===== config.mk =====
export PLATFORM = sky130hd
export DESIGN_NAME = arf_top
export DESIGN_NICKNAME = d
export VERILOG_FILES = /design/src/arf_format.v /design/src/arf_sync.v /design/src/arf_top.v
export VERILOG_INCLUDE_DIRS = /design/src
export SDC_FILE = /design/constraint.sdc
export NUM_CORES = 1
export LEC_CHECK = 0
export CORE_UTILIZATION = 55
export CTS_BUF_LIST = sky130_fd_sc_hd__clkbuf_2
export CTS_CLUSTER_DIAMETER = 60
export CTS_CLUSTER_SIZE = 24
export DETAILED_ROUTE_END_ITERATION = 10
export DONT_BUFFER_PORTS = 1
export PLACE_DENSITY_LB_ADDON = 0.15
export SYNTH_ARGS = -nofsm -noshare
export SYNTH_HDL_FRONTEND = slang
export SYNTH_SLANG_ARGS = --single-unit

===== constraint.sdc =====
create_clock -name clk -period 3.1 [get_ports clk]
set_input_delay 0.155 -clock clk [delete_from_list [all_inputs] [get_ports clk]]
set_output_delay 0.155 -clock clk [all_outputs]
set_load 0.02 [all_outputs]

===== src/arf_regs.vh =====
`ifndef ARF_REGS_VH
`define ARF_REGS_VH
// Register indices on the plain register port
`define ARF_ADDR_W          3
`define ARF_OFF_CHAN_CTRL   3'h0
`define ARF_OFF_CLK_FMT     3'h1
`define ARF_OFF_TRIG_SEL    3'h2
`define ARF_OFF_RESULT_HIGH 3'h3
`define ARF_OFF_RESULT_LOW  3'h4
`define ARF_OFF_STATUS      3'h5
// Field positions
`define ARF_FMT_JUST_BIT    7
`define ARF_CHAN_ON_BIT     0
`define ARF_CHAN_GO_BIT     1
`define ARF_CHAN_SEL_HI     6
`define ARF_CHAN_SEL_LO     2
`define ARF_STAT_ACQ_BIT    0
`define ARF_STAT_BUSY_BIT   1
// Reset values and write masks
`define ARF_CHAN_CTRL_RST   8'h00
`define ARF_CLK_FMT_RST     8'h00
`define ARF_TRIG_SEL_RST    8'h00
`define ARF_CLK_FMT_MASK    8'hf3
`define ARF_TRIG_SEL_MASK   8'hf8
`define ARF_CHAN_CTRL_MASK  8'h7f
// Timing: acquisition interval in ns, clock period in ns and conversion length in clock cycles
`define ARF_TACQ_NS         4370
`define ARF_CLK_NS          20
`define ARF_CONV_CYCLES     12
`endif


===== src/arf_format.v =====
`timescale 1ns/1ps
`include "arf_regs.vh"
module arf_format
(
  input  wire [9:0] conversion_result,
  input  wire       justification_select,
  output reg  [7:0] high_d,
  output reg  [7:0] low_d
);
  always @*
  begin
    if (justification_select)
    begin
      high_d = {6'h00, conversion_result[9:8]};
      low_d  = conversion_result[7:0];
    end
    else
    begin
      high_d = conversion_result[9:2];
      low_d  = {conversion_result[1:0], 6'h00};
    end
  end
endmodule


===== src/arf_sync.v =====
`timescale 1ns/1ps
module arf_sync
(
  input  wire clk,
  input  wire rst_n,
  input  wire d,
  output wire q
);
  reg meta_q;
  reg sync_q;
  // Second stage is the only reader of the first
  always @(posedge clk or negedge rst_n)
  begin
    if (!rst_n)
    begin
      meta_q <= 1'b0;
      sync_q <= 1'b0;
    end
    else
    begin
      meta_q <= d;
      sync_q <= meta_q;
    end
  end
  assign q = sync_q;
endmodule


===== src/arf_top.v =====
// Decided for this implementation: the address-and-strobe port and the register offsets.
`timescale 1ns/1ps
`include "arf_regs.vh"
// Summary of operation
// - Left format: result 9..2 in high
// - Left format: result 1..0 in low 7..6
// - Right format: result 9..8 in high 1..0
// - Right format: result 7..0 in low
// - Results read/write, kept over warm resets
// - Hold capacitor never discharged after conversion
module arf_top
#(
  parameter CONV_CYCLES = `ARF_CONV_CYCLES
)
(
  input  wire                   clk,
  input  wire                   reset_n,
  input  wire                   por_n,
  input  wire [`ARF_ADDR_W-1:0] reg_addr,
  input  wire [7:0]             reg_wdata,
  input  wire                   reg_wr,
  input  wire                   reg_rd,
  output wire [7:0]             reg_rdata,
  input  wire [9:0]             conv_sample,
  input  wire                   conv_sample_valid,
  output wire                   conv_start,
  output wire                   adc_enable,
  output wire [4:0]             channel_select,
  output wire                   sample_hold_discharge
);
  localparam ACQ_CYCLES_I = (`ARF_TACQ_NS + `ARF_CLK_NS - 1) / `ARF_CLK_NS;
  localparam [7:0] ACQ_CYCLES = ACQ_CYCLES_I[7:0];
  localparam [7:0] CONV_LEN   = CONV_CYCLES[7:0];
  localparam ST_IDLE = 2'h0;
  localparam ST_ACQ  = 2'h1;
  localparam ST_CONV = 2'h2;

  wire       rst_n;
  wire       por_s_n;
  wire       valid_s;
  reg  [1:0] rst_pipe_q;
  reg  [1:0] por_pipe_q;
  reg  [7:0] chan_q;
  reg  [7:0] fmt_q;
  reg  [7:0] trig_q;
  reg  [7:0] high_q;
  reg  [7:0] low_q;
  reg  [7:0] rdata_q;
  reg  [7:0] rdata_d;
  reg  [1:0] state_q;
  reg  [7:0] cnt_q;
  reg        acq_done_q;
  reg  [9:0] sample_q;
  reg        start_q;
  wire [7:0] high_d;
  wire [7:0] low_d;
  wire       wr_chan;
  wire       conv_done;

  always @(posedge clk or negedge reset_n)
  begin
    if (!reset_n)
      rst_pipe_q <= 2'b00;
    else
      rst_pipe_q <= {rst_pipe_q[0], 1'b1};
  end
  assign rst_n = rst_pipe_q[1];

  // Power-on reset also leaves through two stages so its release never races the clock
  always @(posedge clk or negedge por_n)
  begin
    if (!por_n)
      por_pipe_q <= 2'b00;
    else
      por_pipe_q <= {por_pipe_q[0], 1'b1};
  end
  assign por_s_n = por_pipe_q[1];

  // Converter data comes from the analog domain
  arf_sync u_valid_sync
  (
    .clk   (clk),
    .rst_n (rst_n),
    .d     (conv_sample_valid),
    .q     (valid_s)
  );

  arf_format u_format
  (
    .conversion_result    (sample_q),
    .justification_select (fmt_q[`ARF_FMT_JUST_BIT]),
    .high_d               (high_d),
    .low_d                (low_d)
  );

  assign wr_chan   = reg_wr && (reg_addr == `ARF_OFF_CHAN_CTRL);
  assign conv_done = (state_q == ST_CONV) && (cnt_q == 8'h00);

  always @(posedge clk or negedge rst_n)
  begin
    if (!rst_n)
    begin
      chan_q     <= `ARF_CHAN_CTRL_RST;
      fmt_q      <= `ARF_CLK_FMT_RST;
      trig_q     <= `ARF_TRIG_SEL_RST;
      rdata_q    <= 8'h00;
      state_q    <= ST_IDLE;
      cnt_q      <= 8'h00;
      acq_done_q <= 1'b0;
      start_q    <= 1'b0;
      sample_q   <= 10'h000;
    end
    else
    begin
      rdata_q <= reg_rd ? rdata_d : 8'h00;
      start_q <= 1'b0;
      if (valid_s)
        sample_q <= conv_sample;
      if (reg_wr && reg_addr == `ARF_OFF_CLK_FMT)
        fmt_q <= reg_wdata & `ARF_CLK_FMT_MASK;
      if (reg_wr && reg_addr == `ARF_OFF_TRIG_SEL)
        trig_q <= reg_wdata & `ARF_TRIG_SEL_MASK;
      if (wr_chan)
        chan_q <= reg_wdata & `ARF_CHAN_CTRL_MASK;
      // Channel change restarts the acquisition timer
      if (wr_chan && reg_wdata[`ARF_CHAN_SEL_HI:`ARF_CHAN_SEL_LO] !=
          chan_q[`ARF_CHAN_SEL_HI:`ARF_CHAN_SEL_LO])
      begin
        acq_done_q <= 1'b0;
        state_q    <= ST_ACQ;
        cnt_q      <= ACQ_CYCLES;
      end
      else
      begin
        case (state_q)
          ST_IDLE:
          begin
            if (wr_chan && reg_wdata[`ARF_CHAN_GO_BIT] && reg_wdata[`ARF_CHAN_ON_BIT])
            begin
              // Start is honoured only after acquisition; early starts go to ST_ACQ and convert when the timer ends
              if (acq_done_q)
              begin
                state_q <= ST_CONV;
                cnt_q   <= CONV_LEN;
                start_q <= 1'b1;
              end
              else
              begin
                state_q <= ST_ACQ;
                cnt_q   <= ACQ_CYCLES;
              end
            end
          end
          ST_ACQ:
          begin
            if (cnt_q == 8'h00)
            begin
              acq_done_q <= 1'b1;
              if (chan_q[`ARF_CHAN_GO_BIT])
              begin
                state_q <= ST_CONV;
                cnt_q   <= CONV_LEN;
                start_q <= 1'b1;
              end
              else
                state_q <= ST_IDLE;
            end
            else
              cnt_q <= cnt_q - 8'h01;
          end
          ST_CONV:
          begin
            if (cnt_q == 8'h00)
            begin
              state_q <= ST_IDLE;
              chan_q[`ARF_CHAN_GO_BIT] <= 1'b0;
            end
            else
              cnt_q <= cnt_q - 8'h01;
          end
          default:
            state_q <= ST_IDLE;
        endcase
      end
    end
  end

  // Results reset only on power-on/brown-out, and then to an arbitrary zero
  always @(posedge clk or negedge por_s_n)
  begin
    if (!por_s_n)
    begin
      high_q <= 8'h00;
      low_q  <= 8'h00;
    end
    else if (conv_done)
    begin
      high_q <= high_d;
      low_q  <= low_d;
    end
    else
    begin
      if (reg_wr && reg_addr == `ARF_OFF_RESULT_HIGH)
        high_q <= reg_wdata;
      if (reg_wr && reg_addr == `ARF_OFF_RESULT_LOW)
        low_q <= reg_wdata;
    end
  end

  always @*
  begin
    case (reg_addr)
      `ARF_OFF_CHAN_CTRL:   rdata_d = chan_q;
      `ARF_OFF_CLK_FMT:     rdata_d = fmt_q;
      `ARF_OFF_TRIG_SEL:    rdata_d = trig_q;
      `ARF_OFF_RESULT_HIGH: rdata_d = high_q;
      `ARF_OFF_RESULT_LOW:  rdata_d = low_q;
      `ARF_OFF_STATUS:      rdata_d = {6'h00, state_q != ST_IDLE, acq_done_q};
      default:              rdata_d = 8'h00;
    endcase
  end

  assign reg_rdata             = rdata_q;
  assign conv_start            = start_q;
  assign adc_enable            = chan_q[`ARF_CHAN_ON_BIT];
  assign channel_select        = chan_q[`ARF_CHAN_SEL_HI:`ARF_CHAN_SEL_LO];
  assign sample_hold_discharge = 1'b0;
endmodule


==> key figures <==
Status
  – Run status: finished, final reports clean

STA
  – Worst hold-check slack: roughly 36 ps
  – Hold Fails Final Rpt: 0
  – F_max: around 370 MHz
  – Setup repair after global routing missed its margin: no
  – Maximum clock skew at final layout: 18.5 ps
  – Slack of the critical path: between 300 and 400 ps
  – Period utilisation layout: 0.879
  – Fin. max-slew vios: 0
  – Final number of setup-violating endpoints: 0
  – Measured slew at the worst slew-check pin: between 1000 and 1500 ps
  – Min cycle time layout: 2720 ps
  – Total negative setup slack: 0 ps
  – Worst max-slew margin expressed relative to the limit: 0.266

Critical path
  – Kind of end point of the critical path: flop
  – Largest stage delay on the critical path: ~620 ps
  – Setup slack of the most critical reg-to-reg path: ~380 ps
  – Worst flop-to-flop path startpoint: cnt_q[0]$_DFFE_PN0P_
  – Number of cell instances on the worst register-to-register path: 7
  – WP data arrival: about 3200 ps
  – Destination of the worst register-to-register timing path: high_q[2]$_DFFE_PN0P_
  – Number of gates on the worst path with buffers counted: 7
  – Critical Path, Cell by Cell: inv_1 -> ha_1 -> nor4b_2 -> nand3_1 -> nor2_1 -> a22oi_1 -> o21ai_0
  – Dominant delay contributor by cell family on the critical path: simple AND/OR/NAND/NOR gates
  – Slowest library cell on the worst path: sky130_fd_sc_hd__nand3_1
  – CP required: 3540 ps
  – Startpoint type of the worst setup path: flop
  – CP Max Fanout: 19
  – Critical Setup Path Class: flop to flop
  – Worst Path Buf+Inv: 1

Clocking
  – Resized cells post-CTS: 0
  – Clock-pin slew on the worst setup and hold paths: approximately 200 ps
  – CTS tree: done
  – Buffers from clock root to sink, at most: 2
  – Post-CTS Hold Fix Bufs: 39
  – Number of levels in the clock H-tree: 3
  – CTS Root Cell: sky130_fd_sc_hd__clkbuf_2
  – Clock sink count: 70
  – Count of buffers added by post-CTS timing repair for setup: 0
  – Clock buffers created by TritonCTS: 9
  – Clk_lat worst skew: between 500 and 600 ps

Place
  – I/O Buffers: 0
  – Setup slack at placement: between 500 and 600 ps
  – Dpl cell area: about 3500 um2
  – Weighted congestion reported at the end of routability-driven placement: 0.939
  – Placed Cells: around 400
  – Post-detail-place hpwl: approximately 5300 um

Floorplan
  – Width of the die: ~82 um
  – IO Pins: 43
  – Core Footprint: about 6000 um2
  – Total Die Area: approximately 6700 um2
  – Number of placement rows: 28
  – DIE HEIGHT: between 80 and 90 um
  – Starting utilization of the core area: 0.583

Hold path
  – End point of the worst hold path: reg_rdata[1]$_DFF_PN0_
  – Hold path cells: 4
  – Startpoint of the worst hold path: reg_addr[0]
  – Class of the tightest hold or removal check: primary input to flop

Cells and area
  – Antenna fix cells: 0
  – NumNets Final: roughly 400
  – Proportion of layout cells with a drive suffix above 1: 0.130
  – Area delta synth->final: 14.3%
  – Commonest cells after routing, fill and taps aside: 69 x sky130_fd_sc_hd__dfrtp_1, 42 x sky130_fd_sc_hd__nand2_1, 39 x sky130_fd_sc_hd__dlygate4sd3_1
  – Post-route non-filler standard cell count: roughly 450
  – Commonest non-fill, non-tap cell in the layout: sky130_fd_sc_hd__dfrtp_1
  – Post-layout util: 0.667
  – Final Cell Area: 4020 um2

Logic synthesis
  – Syn Area/Cell: around 10 um2
  – Number of enable flip-flop cells after synthesis: 0
  – Share of async-settable or async-resettable flops after synthesis: 1.00
  – Yosys cell types: 50
  – Yosys warnings: 0
  – Cells after Synth: roughly 340
  – Commonest register cell after synthesis: sky130_fd_sc_hd__dfrtp_1
  – Post-Syn Area: approximately 3500 um2
  – Share of the yosys chip area belonging to registers: 0.498
  – Number of flip-flops and latches in the synthesized netlist: 70

Detailed routing
  – Average wire per standard cell: approximately 18 um
  – Avg Vias per Cell: just over 6
  – Routed wire length: around 8200 um
  – Number of DRC violations after detailed routing: 0
  – Number of nets with antenna violations after detailed routing: 0
  – Via count: roughly 2700
  – Detailed Routing Iterations Pass 1: 5
  – Drt initial violations: around 230

Global routing
  – Largest net degree at the start of global routing: 51
  – Antenna violations before repair: 0
  – GR Util All Layers: 0.284
  – Via count of the first global-routing pass: between 2000 and 3000
  – Total congestion overflow after global routing: 0
  – Wire length of the first global-routing pass: around 14000 um

Power and ir drop
  – Leakage component of the power: 1.77 nW
  – Power per standard cell area: approximately 730 nW/um2
  – Final Total Pwr: between 2 and 3 mW
  – IR Drop Worst-Case VDD: 0.000545 V

Flow run
  – Number of maximum-capacitance constraint violations: 0
-- state kept, by name, summed over array words and instances (netlist names), 5 cells and up --
signal	flops
high_q	8
reg_rdata	8
fmt_q	6
trig_q	5
low_q	8
cnt_q	8
chan_q	7
sample_q	10
-- layer usage --
metal	vias to the layer above	track usage	part of all wire
met4	0	0.0860	0.025
met3	17	0.0867	0.071
met1	1329	0.391	0.45
met2	123	0.427	0.45
li1	1273	-	-
met5	-	0	0
-- kinds of logic after synthesis --
kind of cell / share of synthesized area
AO/OA/AOI/OAI: 0.150
flip-flops: 0.498
adder cells (fa/ha/maj): 0.0142
buffers and inverters: 0.0420
XOR/XNOR: 0.0125
multiplexers: 0.125
AND/OR/NAND/NOR: 0.157
other: 0.00214
-- cells in the mapped netlist, types with 2 or more instances --
master / number / area share
sky130_fd_sc_hd__and2_1: 4 / 0.0071
sky130_fd_sc_hd__nand2_1: 42 / 0.045
sky130_fd_sc_hd__o21ai_0: 26 / 0.037
sky130_fd_sc_hd__nand2b_1: 4 / 0.0071
sky130_fd_sc_hd__buf_4: 6 / 0.013
sky130_fd_sc_hd__a211oi_1: 5 / 0.011
sky130_fd_sc_hd__conb_1: 2 / 0.0021
sky130_fd_sc_hd__inv_1: 7 / 0.0075
sky130_fd_sc_hd__o22a_1: 4 / 0.010
sky130_fd_sc_hd__and3b_1: 2 / 0.0050
sky130_fd_sc_hd__xnor2_1: 5 / 0.012
sky130_fd_sc_hd__a21oi_1: 15 / 0.021
sky130_fd_sc_hd__a21o_1: 3 / 0.0064
sky130_fd_sc_hd__ha_1: 4 / 0.014
sky130_fd_sc_hd__nor2b_1: 7 / 0.012
sky130_fd_sc_hd__o211ai_1: 3 / 0.0064
sky130_fd_sc_hd__nor2_1: 25 / 0.027
sky130_fd_sc_hd__a31oi_1: 6 / 0.011
sky130_fd_sc_hd__clkbuf_1: 14 / 0.015
sky130_fd_sc_hd__mux2_2: 28 / 0.090
sky130_fd_sc_hd__buf_1: 2 / 0.0021
sky130_fd_sc_hd__or4_1: 3 / 0.0064
sky130_fd_sc_hd__nor3_1: 3 / 0.0043
sky130_fd_sc_hd__and3_1: 3 / 0.0053
sky130_fd_sc_hd__mux2i_1: 10 / 0.028
sky130_fd_sc_hd__nor3b_1: 2 / 0.0043
sky130_fd_sc_hd__a21boi_0: 2 / 0.0043
sky130_fd_sc_hd__nor4_1: 2 / 0.0036
sky130_fd_sc_hd__nand3_1: 8 / 0.011
sky130_fd_sc_hd__dfrtp_1: 70 / 0.50
sky130_fd_sc_hd__a22oi_1: 8 / 0.017
-- power by group --
| part | internal (mW) | switching, mW | total [mW] | leakage [nW] |
|---|---|---|---|---|
| clock | 0.261 | 0.329 | 0.591 | 0.0770 |
| combinational | 0.462 | 0.465 | 0.928 | 0.830 |
| sequential | 1.14 | 0.267 | 1.41 | 0.859 |
-- how the worst max path moves through the flow --
stage,from,endpoint,slack (ps)
floorplan,cnt_q[0]$_DFFE_PN0P_,low_q[1]$_DFFE_PN0P_,1060
global placement,cnt_q[0]$_DFFE_PN0P_,high_q[0]$_DFFE_PN0P_,620
detailed placement,cnt_q[0]$_DFFE_PN0P_,high_q[4]$_DFFE_PN0P_,570
CTS,cnt_q[0]$_DFFE_PN0P_,high_q[4]$_DFFE_PN0P_,510
global route,cnt_q[0]$_DFFE_PN0P_,high_q[4]$_DFFE_PN0P_,30
finish,cnt_q[0]$_DFFE_PN0P_,high_q[2]$_DFFE_PN0P_,380
-- layout make-up --
type,instances,area (um2)
Clock buffer,9,45.0
Clock inverter,7,88.8
Fill cell,487,2010
Inverter,7,26.3
Multi-Input combinational cell,244,1620
Sequential cell,70,1750
Tap cell,75,93.8
Timing Repair Buffer,39,390
-- worst register-to-register path: stages, from the launching register on --
cell and delay [ps]:
sky130_fd_sc_hd__dfrtp_1 460, sky130_fd_sc_hd__inv_1 70, sky130_fd_sc_hd__ha_1 210, sky130_fd_sc_hd__nor4b_2 470, sky130_fd_sc_hd__nand3_1 620, sky130_fd_sc_hd__nor2_1 490
sky130_fd_sc_hd__a22oi_1 130, sky130_fd_sc_hd__o21ai_0 200
(Power assumes the default switching activity.)
